===== src/lks_pkg.sv =====
// Package: constants, control layout and timing of the key scan and sleep/reset control block
package lks_pkg;

   // ****************************************
   // Register map (byte offsets)
   // ****************************************
   localparam logic [7:0] CTRL_OFS = 8'h00;
   localparam logic [7:0] KEY_OFS = 8'h04;
   localparam logic [7:0] STAT_OFS = 8'h08;

   // ****************************************
   // Field positions
   // ****************************************
   localparam int CTRL_W = 17;
   localparam int KEY_SLEEP_ACK_POS = 30;
   localparam int STAT_SYS_RST_POS = 0;
   localparam int STAT_REQ_POS = 1;
   localparam int STAT_BAD_FRAME_POS = 2;
   localparam int STAT_SCANNING_POS = 3;

   // ****************************************
   // Control word
   // ****************************************
   typedef struct packed {
      logic [3:0] port_data;
      logic duty_select_bit;
      logic [2:0] frame_rate_bits;
      logic scan_disable_bit;
      logic [2:0] scan_line_level_bits;
      logic [2:0] port_function_bits;
      logic clock_source_select;
      logic sleep_select;
   } lks_ctrl_t;

   localparam logic [CTRL_W-1:0] CTRL_RESET = 17'h00000;

   // ****************************************
   // Key matrix
   // ****************************************
   localparam int SCAN_LINES = 6;
   localparam int RETURN_LINES = 5;
   localparam int KEY_BITS = 30;
   localparam int SHARED_PINS = 4;

   // ****************************************
   // Timing, in oscillator periods T
   // ****************************************
   localparam int SCAN_PASS_T = 288;
   localparam int SLOT_T = SCAN_PASS_T / SCAN_LINES;
   localparam int REQUEST_T = 615;
   localparam logic [9:0] DIV_768 = 10'h300;
   localparam logic [9:0] DIV_576 = 10'h240;
   localparam logic [9:0] DIV_384 = 10'h180;
   localparam logic [9:0] DIV_288 = 10'h120;
   localparam logic [9:0] DIV_192 = 10'h0C0;

   // Internal RC oscillator nominal period against the 250 MHz system clock
   localparam int CLK_PERIOD_PS = 4000;
   localparam int OSC_PERIOD_PS = 26316000;
   localparam int OSC_DIV_DEF = OSC_PERIOD_PS / CLK_PERIOD_PS;

   // ****************************************
   // Synchronised pin vector
   // ****************************************
   localparam int PIN_W = 8;
   localparam int PIN_CE = 0;
   localparam int PIN_SUPPLY_DETECT_RESET = 1;
   localparam int PIN_EXTCLK = 2;
   localparam int PIN_RET = 3;

   typedef enum logic [2:0] {
      ST_IDLE,
      ST_PASS1,
      ST_PASS2,
      ST_SETTLE,
      ST_REQUEST
   } lks_state_t;

endpackage : lks_pkg

===== src/lks_ctrl.sv =====
// Top module: sleep gating, key scan sequencing, read request and system reset control
// ****************************************
// ****************************************
module lks_ctrl #(
   parameter int OSC_DIV = lks_pkg::OSC_DIV_DEF
) (
   // Clock and reset
   input wire logic CLK,
   input wire logic SRST,
   // Register port
   input wire logic [7:0] ADDR,
   input wire logic [31:0] WR_DATA,
   input wire logic WR,
   input wire logic RD,
   output logic [31:0] RD_DATA,
   // Pins from outside
   input wire logic TRANSFER_ENABLE,
   input wire logic SUPPLY_DETECT_RESET,
   input wire logic EXT_CLOCK,
   input wire logic [4:0] RETURN_INPUTS,
   // Key read request, open drain
   output logic SERIAL_OUT_O,
   output logic SERIAL_OUT_OE_N,
   // Scan and shared pins
   output logic [5:0] SCAN_OUTPUTS,
   output logic [3:0] PORT_ENABLE,
   output logic [3:0] PORT_VALUE,
   // Display and clock control
   output logic DISPLAY_ON,
   output logic FOURTH_COMMON_IS_COMMON,
   output logic OSC_RUN,
   output logic OSC_PIN_HIZ,
   output logic FRAME_TICK
);

   // ****************************************
   // Pin synchronisers
   // ****************************************
   logic [lks_pkg::PIN_W-1:0] pin_raw;
   logic [lks_pkg::PIN_W-1:0] pin_s1;
   logic [lks_pkg::PIN_W-1:0] pin_s2;
   logic [lks_pkg::PIN_W-1:0] pin_s3;
   logic [lks_pkg::PIN_W-1:0] pin;
   logic [lks_pkg::PIN_W-1:0] pin_d;

   assign pin_raw = {RETURN_INPUTS, EXT_CLOCK, SUPPLY_DETECT_RESET, TRANSFER_ENABLE};

   always_ff @(posedge CLK) begin
      if (SRST) begin
         pin_s1 <= '0;
         pin_s2 <= '0;
         pin_s3 <= '0;
      end else begin
         pin_s1 <= pin_raw;
         pin_s2 <= pin_s1;
         pin_s3 <= pin_s2;
      end
   end

   // A change is taken only once the last two stages agree
   genvar gp;
   generate
      for (gp = 0; gp < lks_pkg::PIN_W; gp++) begin : g_pin
         always_ff @(posedge CLK) begin
            if (SRST) begin
               pin[gp] <= 1'b0;
               pin_d[gp] <= 1'b0;
            end else begin
               if (pin_s2[gp] == pin_s3[gp]) begin
                  pin[gp] <= pin_s3[gp];
               end
               pin_d[gp] <= pin[gp];
            end
         end
      end
   endgenerate

   logic ce;
   logic ce_fall;
   logic supply_detect_reset;
   logic ext_rise;
   logic [4:0] ret;

   assign ce = pin[lks_pkg::PIN_CE];
   assign ce_fall = pin_d[lks_pkg::PIN_CE] & ~pin[lks_pkg::PIN_CE];
   assign supply_detect_reset = pin[lks_pkg::PIN_SUPPLY_DETECT_RESET];
   assign ext_rise = pin[lks_pkg::PIN_EXTCLK] & ~pin_d[lks_pkg::PIN_EXTCLK];
   assign ret = pin[lks_pkg::PIN_RET +: lks_pkg::RETURN_LINES];

   // ****************************************
   // Control register
   // ****************************************
   lks_pkg::lks_ctrl_t ctrl;
   logic ctrl_wr;
   logic key_rd;
   logic duty_loaded;

   assign ctrl_wr = WR && (ADDR == lks_pkg::CTRL_OFS);
   assign key_rd = RD && (ADDR == lks_pkg::KEY_OFS);

   // Only SRST touches the serial-facing state, never the system reset
   always_ff @(posedge CLK) begin
      if (SRST) begin
         ctrl <= lks_pkg::lks_ctrl_t'(lks_pkg::CTRL_RESET);
      end else if (ctrl_wr) begin
         ctrl <= lks_pkg::lks_ctrl_t'(WR_DATA[lks_pkg::CTRL_W-1:0]);
      end
   end

   always_ff @(posedge CLK) begin
      if (SRST) begin
         duty_loaded <= 1'b0;
      end else if (ctrl_wr) begin
         duty_loaded <= 1'b1;
      end
   end

   // ****************************************
   // System reset from the supply detector
   // ****************************************
   logic sys_rst;
   logic ctrl_seen;

   always_ff @(posedge CLK) begin
      if (SRST) begin
         ctrl_seen <= 1'b0;
      end else if (supply_detect_reset) begin
         ctrl_seen <= 1'b0;
      end else if (ctrl_wr) begin
         ctrl_seen <= 1'b1;
      end
   end

   // Held until the transfer that completes loading ends
   always_ff @(posedge CLK) begin
      if (SRST) begin
         sys_rst <= 1'b1;
      end else if (supply_detect_reset) begin
         sys_rst <= 1'b1;
      end else if (ce_fall && ctrl_seen) begin
         sys_rst <= 1'b0;
      end
   end

   // ****************************************
   // Oscillator period tick
   // ****************************************
   lks_pkg::lks_state_t state;
   logic scanning;
   logic osc_run;
   logic tick;
   logic [12:0] div_cnt;
   logic div_wrap;

   assign scanning = (state == lks_pkg::ST_PASS1) || (state == lks_pkg::ST_PASS2) ||
                     (state == lks_pkg::ST_SETTLE);
   assign osc_run = ~sys_rst & (~ctrl.sleep_select | scanning);
   assign div_wrap = (div_cnt == 13'(OSC_DIV - 1));
   assign tick = osc_run & (ctrl.clock_source_select ? ext_rise : div_wrap);

   always_ff @(posedge CLK) begin
      if (SRST) begin
         div_cnt <= '0;
      end else if (!osc_run || ctrl.clock_source_select || div_wrap) begin
         div_cnt <= '0;
      end else begin
         div_cnt <= div_cnt + 13'h0001;
      end
   end

   // ****************************************
   // Frame clock divider
   // ****************************************
   function automatic logic [9:0] frame_div(input logic [2:0] code);
      case (code)
         3'h0: frame_div = lks_pkg::DIV_768;
         3'h1: frame_div = lks_pkg::DIV_576;
         3'h2: frame_div = lks_pkg::DIV_384;
         3'h3: frame_div = lks_pkg::DIV_288;
         3'h4: frame_div = lks_pkg::DIV_288;
         3'h5: frame_div = lks_pkg::DIV_192;
         default: frame_div = lks_pkg::DIV_768;
      endcase
   endfunction : frame_div

   logic [9:0] frame_cnt;
   logic [2:0] frame_code;
   logic frame_bad;

   // Bit order on the wire is first bit most significant
   assign frame_code = ctrl.frame_rate_bits;
   assign frame_bad = (frame_code > 3'h5);

   always_ff @(posedge CLK) begin
      if (SRST || sys_rst) begin
         frame_cnt <= '0;
         FRAME_TICK <= 1'b0;
      end else begin
         FRAME_TICK <= 1'b0;
         if (tick) begin
            if (frame_cnt >= frame_div(frame_code) - 10'h001) begin
               frame_cnt <= '0;
               FRAME_TICK <= 1'b1;
            end else begin
               frame_cnt <= frame_cnt + 10'h001;
            end
         end
      end
   end

   // ****************************************
   // Key scan sequencer
   // ****************************************
   logic [5:0] level;
   logic [5:0] slot_cnt;
   logic [2:0] line_idx;
   logic [9:0] total_cnt;
   logic [29:0] samp;
   logic [29:0] first;
   logic agree;
   logic [29:0] keys;
   logic slot_end;
   logic pass_end;
   logic pressed;

   // Line i is high when its index reaches the level code
   genvar gl;
   generate
      for (gl = 0; gl < lks_pkg::SCAN_LINES; gl++) begin : g_level
         assign level[gl] = (ctrl.scan_line_level_bits <= 3'(gl));
      end
   endgenerate

   // Return inputs see only lines that are held high
   assign pressed = |ret;
   assign slot_end = tick && (slot_cnt == 6'(lks_pkg::SLOT_T - 1));
   assign pass_end = slot_end && (line_idx == 3'(lks_pkg::SCAN_LINES - 1));

   always_ff @(posedge CLK) begin
      if (SRST || sys_rst) begin
         state <= lks_pkg::ST_IDLE;
      end else if (ctrl.scan_disable_bit) begin
         state <= lks_pkg::ST_IDLE;
      end else begin
         case (state)
            lks_pkg::ST_IDLE: begin
               if (pressed) begin
                  state <= lks_pkg::ST_PASS1;
               end
            end
            lks_pkg::ST_PASS1: begin
               if (pass_end) begin
                  state <= lks_pkg::ST_PASS2;
               end
            end
            lks_pkg::ST_PASS2: begin
               if (pass_end) begin
                  state <= lks_pkg::ST_SETTLE;
               end
            end
            lks_pkg::ST_SETTLE: begin
               if (tick && total_cnt == 10'(lks_pkg::REQUEST_T - 1)) begin
                  if (agree && |first) begin
                     state <= lks_pkg::ST_REQUEST;
                  end else if (pressed) begin
                     state <= lks_pkg::ST_PASS1;
                  end else begin
                     state <= lks_pkg::ST_IDLE;
                  end
               end
            end
            lks_pkg::ST_REQUEST: begin
               if (key_rd) begin
                  state <= lks_pkg::ST_PASS1;
               end
            end
            default: begin
               state <= lks_pkg::ST_IDLE;
            end
         endcase
      end
   end

   // Slot and pass counters clear whenever the sequencer is not scanning
   always_ff @(posedge CLK) begin
      if (SRST || sys_rst || !scanning) begin
         slot_cnt <= '0;
         line_idx <= '0;
         total_cnt <= '0;
      end else if (tick) begin
         total_cnt <= total_cnt + 10'h001;
         if (slot_end) begin
            slot_cnt <= '0;
            line_idx <= pass_end ? 3'h0 : line_idx + 3'h1;
         end else begin
            slot_cnt <= slot_cnt + 6'h01;
         end
      end
   end

   // Each crossing of a line and a return input is one key bit
   always_ff @(posedge CLK) begin
      if (SRST || sys_rst) begin
         samp <= '0;
         first <= '0;
         agree <= 1'b0;
      end else if (slot_end && scanning) begin
         samp[line_idx * 5 +: 5] <= ret & {5{level[line_idx]}};
         if (pass_end && state == lks_pkg::ST_PASS1) begin
            first <= {ret & {5{level[line_idx]}}, samp[24:0]};
         end
         if (pass_end && state == lks_pkg::ST_PASS2) begin
            agree <= ({ret & {5{level[line_idx]}}, samp[24:0]} == first);
         end
      end
   end

   always_ff @(posedge CLK) begin
      if (SRST || sys_rst) begin
         keys <= '0;
      end else if (ctrl.scan_disable_bit && state == lks_pkg::ST_REQUEST) begin
         keys <= '0;
      end else if (state == lks_pkg::ST_SETTLE && tick &&
                   total_cnt == 10'(lks_pkg::REQUEST_T - 1) && agree) begin
         keys <= first;
      end
   end

   // ****************************************
   // Read request line
   // ****************************************
   logic req_drive;

   // Released whenever a transfer is in progress or reset is applied
   assign req_drive = (state == lks_pkg::ST_REQUEST) && ~ce && ~sys_rst;

   always_ff @(posedge CLK) begin
      if (SRST) begin
         SERIAL_OUT_O <= 1'b0;
         SERIAL_OUT_OE_N <= 1'b1;
      end else begin
         SERIAL_OUT_O <= 1'b0;
         SERIAL_OUT_OE_N <= ~req_drive;
      end
   end

   // ****************************************
   // Pin drive
   // ****************************************
   logic [5:0] next_scan;
   logic [3:0] next_port_en;

   always_comb begin
      next_scan = level;
      if (sys_rst) begin
         next_scan = '0;
      end else if (state == lks_pkg::ST_PASS1 || state == lks_pkg::ST_PASS2) begin
         next_scan = level & (6'h01 << line_idx);
      end
   end

   genvar gs;
   generate
      for (gs = 0; gs < lks_pkg::SHARED_PINS; gs++) begin : g_shared
         assign next_port_en[gs] = ~sys_rst && (ctrl.port_function_bits > 3'(gs));
      end
   endgenerate

   always_ff @(posedge CLK) begin
      if (SRST) begin
         SCAN_OUTPUTS <= '0;
         PORT_ENABLE <= '0;
         PORT_VALUE <= '0;
         DISPLAY_ON <= 1'b0;
         FOURTH_COMMON_IS_COMMON <= 1'b1;
         OSC_RUN <= 1'b0;
         OSC_PIN_HIZ <= 1'b1;
      end else begin
         SCAN_OUTPUTS <= next_scan;
         PORT_ENABLE <= next_port_en;
         PORT_VALUE <= next_port_en & ctrl.port_data;
         DISPLAY_ON <= ~sys_rst & ~ctrl.sleep_select;
         FOURTH_COMMON_IS_COMMON <= duty_loaded ? ctrl.duty_select_bit : 1'b1;
         OSC_RUN <= osc_run;
         OSC_PIN_HIZ <= sys_rst;
      end
   end

   // ****************************************
   // Register read
   // ****************************************
   always_ff @(posedge CLK) begin
      if (SRST) begin
         RD_DATA <= '0;
      end else if (RD) begin
         if (ADDR == lks_pkg::CTRL_OFS) begin
            RD_DATA <= {15'h0000, ctrl};
         end else if (ADDR == lks_pkg::KEY_OFS) begin
            RD_DATA <= {1'b0, ctrl.sleep_select, keys};
         end else if (ADDR == lks_pkg::STAT_OFS) begin
            RD_DATA <= {28'h0000000, scanning, frame_bad,
                        (state == lks_pkg::ST_REQUEST), sys_rst};
         end else begin
            RD_DATA <= '0;
         end
      end
   end

endmodule : lks_ctrl


===== config.mk =====
export PLATFORM = sky130hd
export DESIGN_NAME = lks_ctrl
export DESIGN_NICKNAME = d
export VERILOG_FILES = /design/src/lks_pkg.sv /design/src/lks_ctrl.sv
export SDC_FILE = /design/constraint.sdc
export NUM_CORES = 1
export LEC_CHECK = 0
export BUFFER_PORTS_ARGS = -buffer_cell sky130_fd_sc_hd__buf_2
export CAP_MARGIN = 20
export CORE_UTILIZATION = 63
export DETAILED_ROUTE_END_ITERATION = 10
export PLACE_DENSITY = 0.85
export SYNTH_ARGS = -nofsm -noshare
export SYNTH_HDL_FRONTEND = slang
export SYNTH_SLANG_ARGS = --single-unit

===== constraint.sdc =====
create_clock -name CLK -period 6.4 [get_ports CLK]
set_input_delay 1.28 -clock CLK [delete_from_list [all_inputs] [get_ports CLK]]
set_output_delay 1.28 -clock CLK [all_outputs]
set_load 0.05 [all_outputs]

==> results of run 1 <==
-- worst max-delay path, stage by stage, from the launching register on --
cell and delay [ns]:
dfxtp_1 0.71, inv_1 0.25, ha_1 0.29, ha_1 0.30
inv_1 0.04, nor3_1 0.29, nand4_4 0.20, nor4b_4 0.57
mux2i_1 0.27, nor2_1 0.05
-- metrics by stage --
step	total power, W	cells	hold slack, ns	utilization [%]
finish	0.00286	1351	0.380	72.2
global route	0.00294	1351	0.404	72.2
CTS	0.00287	1351	0.382	72.2
detailed placement	0.00155	1307	0.369	67.1
global placement	0.00155	1307	0.366	67.1
floorplan	0.00153	1086	0.358	-
-- cell type report --
class,instances,area [um2]
Tap cell,188,235
Clock buffer,40,752
Timing Repair Buffer,94,488
Clock inverter,4,23.8
Multi-Input combinational cell,777,4670
Sequential cell,236,4720
Fill cell,1092,4210
Inverter,12,45.0
-- cells in the final DEF, fill, tap and decap left out, drive strengths merged, types with 24 or more instances in the layout --
master  instances
a21oi         111
buf            94
clkbuf         40
dfxtp         236
mux2i          49
nand2         142
nand3          24
nand4          30
nor2          131
nor2b          48
o21ai          29
xor2           41
-- sequential cells by signal, summed over array words and instances, names as in the netlist, 8 cells and up --
register and cells:
RD_DATA 31, first 30, keys 30, samp 25, ctrl 14, div_cnt 13
frame_cnt 10, total_cnt 10, pin_s1 8, pin_s2 8, pin_s3 8
-- power by group through the flow --
| stage | registers, W | logic (W) | clock network [W] |
|---|---|---|---|
| CTS | 0.00148 | 0.0000392 | 0.00136 |
| global route | 0.00148 | 0.0000423 | 0.00142 |
| global placement | 0.00151 | 0.0000387 | 0 |
| detailed placement | 0.00151 | 0.0000390 | 0 |
| finish | 0.00148 | 0.0000391 | 0.00134 |
| floorplan | 0.00151 | 0.0000244 | 0 |
-- logic make-up after synthesis --
| group | synth area share [%] |
|---|---|
| muxes | 5.03 |
| adders and majority gates | 2.67 |
| other | 0.0384 |
| buffers and inverters | 3.89 |
| and+or+nand+nor | 23.8 |
| DFF | 48.4 |
| AOI/OAI and AO/OA | 10.8 |
| xor gates and xnor gates | 5.39 |
-- how the worst max path moves through the flow --
stage / endpoint / slack (ns) / cells past startpoint
3_3_place_gp: ctrl[7] / 2.85 / 6
2_1_floorplan: ctrl[14] / 3.52 / 7
4_1_cts: ctrl[15] / 3.31 / 6
6_report: samp[11] / 3.28 / 9
3_5_place_dp: ctrl[15] / 2.79 / 6
5_1_grt: samp[11] / 3.06 / 9
-- per-layer routing --
metal | vias to the layer above | wire, um
met2 | 289 | 10200
met3 | 49 | 1440
li1 | 3822 | -
met5 | - | 0
met1 | 3711 | 9600
met4 | 0 | 718
==> metrics.csv, run 1 <==
metric,value,unit
Switching Fraction,19.9,%
ranking of synthesized cells by area,"dfxtp_1 (48%), a21oi_1 (5.7%), nand2_1 (5.5%), nor2_1 (5.0%), mux2i_1 (5.0%)",
DRT Pass-1 Iters,5,
global route hottest layer,met2,
WL per Instance,16.3,um
Main synth FF type,dfxtp_1,
register area share after synthesis,48.4,%
NetSw,0.000568,W
crit start category,flip-flop,
Ant. Diodes,0,
Worst R2R Start,line_idx[0],
M3 GR Usage,4.22,%
Layout area overhead,12.1,%
Final Max Tran Viols,0,
Synth top area share,48.4,%
grt ovf,0,
CTS tree,built,
Leak,4.28,nW
Die Area,16000,um2
Die Height,126,um
Clock Tree Buf Depth,3,
via count,7871,
worst-margin pin slew,1.06,ns
H-tree Lvls,1,
worst skew pair latency,0.50,ns
slew margin rel.,29.0,%
max-cap violation count,0,
Setup CP Type,flip-flop to flip-flop,
final setup fails,0,
Routed Antenna Nets,0,
VDD IR max,0.195,mV
first-pass GRT wire length,36.2,mm
Initial DRC Count,623,
CP Capture Type,flip-flop,
clk root buf,clkbuf_16,
CTS buffer count,24,
met1 usage,36.7,%
Final Instance Area,10900,um2
Min-Delay Startpoint,duty_loaded,
hold_buf cts,0,
RSZ-0062 raised after global routing,no,
combinational power share,1.4,%
core area,15100,um2
post-synth top area cell,dfxtp_1,
final wirelength,22.0,mm
Rows,45,
"Setup Fix Bufs, Post-CTS",0,
gp weighted congestion,0.903,
final worst-path cycle share,48.7,%
Critical Path RT,6.77,ns
Fin. Hold Viols,0,
post-placement setup slack,2.79,ns
Pwr Density,261,nW/um2
largest net degree at the start of global routing,61,
starting density of the core,64.4,%
DR DRC count,0,
fraction of registers with async set/reset,0,%
crit path DAT,3.49,ns
number of synthesis warnings,0,
Synth cell types,66,
NumNets Final,1217,
sequential cell fraction of total power,51.7,%
FF-to-FF path depth,9,
worst setup path start,line_idx[0],
I/O Pins,105,
number of synthesized flops with an enable pin,0,
initial antenna violation count,0,
Worst Hold Class,flip-flop to flip-flop,
Synth Cell Area,9760,um2
synthesized flop and latch total,236,
die width,126,um
Detail Placement HPWL,14.5,mm
Hold Path End,FOURTH_COMMON_IS_COMMON,
clock sink count,236,
Commonest cells post-synth,"dfxtp_1 (236), nand2_1 (142), nor2_1 (131), a21oi_1 (111), mux2i_1 (49)",
cell-internal power,0.00229,W
most numerous cell in the Yosys netlist,dfxtp_1,
Total Neg Setup Slack,0,ns
GRT Total Usage,27.9,%
vias per cell,5.83,
placed cell area,10200,um2
Syn Area/Cell,8.99,um2
FF-to-FF setup slack,3.28,ns
share of layout cells above drive strength 1,12.9,%
Synth Instances,1085,
clock group share of total power,46.9,%
Clock Skew,0.00702,ns
Tmin final,3.12,ns
clock slew at reported path FFs,0.06,ns
Final Worst Setup Slack,3.28,ns
vias in the first global route,7340,
Hold Crit Depth,1,
CTS resizes,0,
IO Port Bufs,87,
achievable clock frequency,321,MHz
reg-to-reg endpoint,samp[11],
status,finished clean,
CP Max Fanout,14,
Global Route met2 Usage,46.3,%
Note: power is estimated with default switching activity, not from simulation.
==> inputs of run 2 (changes only) <==
--- a/config.mk
+++ b/config.mk
@@ -7,9 +7,9 @@
 export LEC_CHECK = 0
 export BUFFER_PORTS_ARGS = -buffer_cell sky130_fd_sc_hd__buf_2
 export CAP_MARGIN = 20
-export CORE_UTILIZATION = 63
+export CORE_UTILIZATION = 53
 export DETAILED_ROUTE_END_ITERATION = 10
-export PLACE_DENSITY = 0.85
+export PLACE_DENSITY = 0.76
 export SYNTH_ARGS = -nofsm -noshare
 export SYNTH_HDL_FRONTEND = slang
 export SYNTH_SLANG_ARGS = --single-unit
==> constraint.sdc (replaced) <==
create_clock -name CLK -period 2.8 [get_ports CLK]
set_input_delay 0.56 -clock CLK [delete_from_list [all_inputs] [get_ports CLK]]
set_output_delay 0.56 -clock CLK [all_outputs]
set_load 0.05 [all_outputs]
==> metrics.csv, run 2 (same netlist as run 1, synthesis figures left out) <==
metric,value,unit
status,finished clean,
"Max stage delay cell, worst path",nor3_1,
Regs by FF count,"RD_DATA x31, first x30, keys x30",
CP Capture Type,flip-flop,
share of layout cells above drive strength 1,14.3,%
slew margin rel.,40.8,%
Worst R2R Start,line_idx[0],
grt ovf,0,
Routed Antenna Nets,0,
VDD IR max,0.681,mV
Total Neg Setup Slack,0,ns
I/O Pins,105,
FF-to-FF setup slack,0.24,ns
Fin. Hold Viols,0,
M3 GR Usage,3.35,%
Final Max Tran Viols,0,
crit start category,flip-flop,
WL per Instance,15.5,um
Layout area overhead,14.6,%
Initial DRC Count,537,
NumNets Final,1235,
post-layout util,62.0,%
first-pass GRT wire length,34.4,mm
Clock Skew,0.0135,ns
final worst-path cycle share,91.3,%
global route hottest layer,met2,
clk root buf,clkbuf_16,
Tmin final,2.56,ns
sequential cell fraction of total power,50.1,%
worst setup path start,line_idx[0],
worst skew pair latency,0.52,ns
crit path DAT,2.93,ns
DRT Pass-1 Iters,5,
Die Height,138,um
cell-internal power,0.00541,W
Clock Tree Buf Depth,3,
RSZ-0062 raised after global routing,no,
critical path's most frequent cell,buf_4,
CP Max Fanout,30,
vias per cell,5.49,
CTS tree,built,
via count,7725,
Die Area,19000,um2
register name with the most flops,RD_DATA,
max-cap violation count,0,
post-route insts no fill,1408,
core area,18000,um2
Ant. Diodes,0,
combinational power share,1.4,%
H-tree Lvls,1,
Rows,49,
placed insts,1365,
clock group share of total power,48.5,%
Worst Hold Class,primary input to flip-flop,
met1 usage,30.2,%
post-placement setup slack,0.245,ns
crit path buf inv count,2,
final setup fails,0,
vias in the first global route,7038,
initial antenna violation count,0,
worst path cell trace,buf_4 > ha_1 > nand2_1 > nor3_1 > nand3_4 > or3_1 > buf_4 > mux2i_1 > nor2_1,
Min-Delay Startpoint,RETURN_INPUTS[3],
clock sink count,236,
Final Worst Setup Slack,0.244,ns
NetSw,0.00133,W
Setup CP Type,flip-flop to flip-flop,
DR DRC count,0,
Switching Fraction,19.7,%
clock slew at reported path FFs,0.06,ns
Pwr Density,603,nW/um2
worst-margin pin slew,0.887,ns
"leading cell type in the layout, fill and taps excluded",dfxtp_1,
Global Route met2 Usage,38.2,%
starting density of the core,54.1,%
Critical Path RT,3.17,ns
final wirelength,21.8,mm
"commonest cells after routing, fill and taps aside","dfxtp_1 (236), nand2_1 (142), nor2_1 (131)",
Leak,4.39,nW
IO Port Bufs,87,
die width,138,um
gp weighted congestion,0.884,
achievable clock frequency,391,MHz
GRT Total Usage,23.0,%
"slowest stage delay, CP",0.39,ns
"Setup Fix Bufs, Post-CTS",0,
Filler cells,1534,
Min Hold Slack,0.254,ns
"delay-heaviest family, CP",simple AND/OR/NAND/NOR gates,
CTS resizes,0,
Detail Placement HPWL,14.9,mm
hold_buf cts,0,
CTS buffer count,25,
largest net degree at the start of global routing,87,
Largest register FFs,31,
-- run 2: cell types whose count changed in the layout (fill, tap and decap cells not counted), sizes merged --
cell / before / now
buf: 94 / 111
bufinv: 0 / 2
clkbuf: 40 / 37
clkinv: 4 / 2
clkinvlp: 0 / 1
inv: 12 / 13
-- run 2: per-layer routing --
layer	share of wire [%]	up-vias
met2	46	242
met5	0	-
met3	6.0	41
li1	-	3851
met1	46	3591
met4	2.2	0
-- run 2: power groups by stage --
stage	logic [W]	registers (W)	clock network [W]
floorplan	0.0000559	0.00345	0
global placement	0.0000919	0.00345	0
detailed placement	0.0000928	0.00345	0
CTS	0.0000926	0.00338	0.00334
global route	0.000101	0.00338	0.00347
finish	0.0000925	0.00338	0.00327
-- run 2: final timing paths --
path,to,cells after the start
hold / removal,pin_s1[6],2
setup / recovery,first[22],9
hold reg to reg,FOURTH_COMMON_IS_COMMON,1
setup reg to reg,first[22],9
-- run 2: final cells by class --
class,count,area [um2],area share (%)
clock buffer,37,741,6.62
clock inverter,6,86.3,0.772
inverter,12,45.0,0.403
multi-input combinational,777,4670,41.8
sequential,236,4720,42.2
tap,229,287,2.56
timing repair buffer,111,628,5.62
-- run 2: through the flow --
step	area (um2)	total power, W
after floorplan	9760	0.00351
after global placement	10400	0.00354
after detailed placement	10400	0.00354
after CTS	11200	0.00681
after global routing	11200	0.00695
final	11200	0.00674
==> inputs of run 3 (changes only) <==
--- a/config.mk
+++ b/config.mk
@@ -8,7 +8,9 @@
 export BUFFER_PORTS_ARGS = -buffer_cell sky130_fd_sc_hd__buf_2
 export CAP_MARGIN = 20
 export CORE_UTILIZATION = 53
+export CTS_CLUSTER_DIAMETER = 120
 export DETAILED_ROUTE_END_ITERATION = 10
+export MAX_ROUTING_LAYER = met4
 export PLACE_DENSITY = 0.76
 export SYNTH_ARGS = -nofsm -noshare
 export SYNTH_HDL_FRONTEND = slang
==> metrics.csv, run 3 (same netlist as run 1, synthesis figures left out) <==
metric,value,unit
FF-to-FF setup slack,0.24,ns
clock slew at reported path FFs,0.06,ns
post-placement setup slack,0.245,ns
Worst R2R Start,line_idx[0],
area of the multi-input gates,4670,um2
vias per cell,5.51,
starting density of the core,54.1,%
Largest register FFs,31,
DRT Pass-1 Iters,5,
RSZ-0062 raised after global routing,no,
Filler cells,1534,
Tmin final,2.56,ns
Ant. Diodes,0,
Die Height,138,um
status,finished clean,
Pwr Density,603,nW/um2
WL per Instance,15.5,um
Initial DRC Count,549,
DR DRC count,0,
CTS buffer count,25,
clk root buf,clkbuf_16,
achievable clock frequency,391,MHz
grt ovf,0,
I/O Pins,105,
CP Capture Point,first[22],
crit start category,flip-flop,
Rows,49,
Final Max Tran Viols,0,
core area,18000,um2
placed insts,1365,
Regs by FF count,"RD_DATA x31, first x30, keys x30",
post-layout util,62.0,%
worst skew pair latency,0.52,ns
share of layout cells above drive strength 1,14.3,%
first-pass GRT wire length,34.4,mm
CP Max Fanout,30,
Sequential Area,4720,um2
reg-to-reg endpoint,first[22],
Setup CP Type,flip-flop to flip-flop,
"commonest cells after routing, fill and taps aside","dfxtp_1 (236), nand2_1 (142), nor2_1 (131)",
Leak,4.39,nW
worst setup path start,line_idx[0],
"leading cell type in the layout, fill and taps excluded",dfxtp_1,
final wirelength,21.8,mm
post-route insts no fill,1408,
CP Capture Type,flip-flop,
final setup fails,0,
H-tree Lvls,1,
clock sink count,236,
NumNets Final,1235,
Layout area overhead,14.6,%
max-cap violation count,0,
Total Neg Setup Slack,0,ns
Final Worst Setup Slack,0.242,ns
gp weighted congestion,0.898,
largest net degree at the start of global routing,87,
Die Area,19000,um2
Critical Path RT,3.18,ns
Clock Tree Buf Depth,3,
initial antenna violation count,0,
worst-margin pin slew,0.899,ns
Detail Placement HPWL,14.9,mm
Routed Antenna Nets,0,
vias in the first global route,7038,
CTS resizes,0,
crit path DAT,2.93,ns
via count,7758,
die width,138,um
register name with the most flops,RD_DATA,
IO Port Bufs,87,
Worst Hold Class,primary input to flip-flop,
Hold Crit Depth,2,
"Setup Fix Bufs, Post-CTS",0,
GRT Total Usage,23.6,%
slew margin rel.,40.1,%
Clock Skew,0.0140,ns
VDD IR max,0.681,mV
Fin. Hold Viols,0,
CTS tree,built,
FF-to-FF path depth,9,
final worst-path cycle share,91.4,%
hold_buf cts,0,
-- run 3: cell counts in the layout (fill, tap and decap cells not counted) --
Identical to the previous run, type by type.
-- run 3: worst min path at each step --
stage                     start                 endpoint  slack, ns
3_5_place_dp        duty_loaded  FOURTH_COMMON_IS_COMMON       0.37
3_3_place_gp        duty_loaded  FOURTH_COMMON_IS_COMMON       0.36
2_1_floorplan       duty_loaded  FOURTH_COMMON_IS_COMMON       0.36
4_1_cts        RETURN_INPUTS[3]                pin_s1[6]       0.23
6_report       RETURN_INPUTS[3]                pin_s1[6]       0.25
5_1_grt        RETURN_INPUTS[4]                pin_s1[7]       0.25
-- run 3: routing by layer --
metal	vias up	wire length (um)	global-route usage, %
li1	3857	-	-
met3	41	1360	3.35
met1	3618	9960	30.2
met4	0	461	8.18
met2	242	10100	38.2
met5	-	0	-
-- run 3: final cells by class --
type	instances	area share (%)
Sequential cell	236	42.2
Multi-Input combinational cell	777	41.8
Clock buffer	37	6.62
Timing Repair Buffer	111	5.62
Tap cell	229	2.56
Clock inverter	6	0.772
Inverter	12	0.403
-- run 3: where the power goes --
part | internal, W | switching, W
logic | 0.0000382 | 0.0000546
registers | 0.00337 | 0.00000529
clock network | 0.00200 | 0.00127
total | 0.00541 | 0.00133
-- run 3: stage by stage --
step	hold WS (ns)	power (W)	cell area, um2
finish	0.251	0.00675	11200
global route	0.253	0.00695	11200
CTS	0.234	0.00681	11200
detailed placement	0.369	0.00354	10400
global placement	0.365	0.00354	10400
floorplan	0.358	0.00351	9760
-- run 3: worst max-delay path, stage by stage, from the launching register on --
cell	delay (ns)
dfxtp_1	0.32
buf_4	0.21
ha_1	0.24
nand2_1	0.14
nor3_1	0.39
nand3_4	0.15
or3_1	0.36
buf_4	0.30
mux2i_1	0.23
nor2_1	0.05
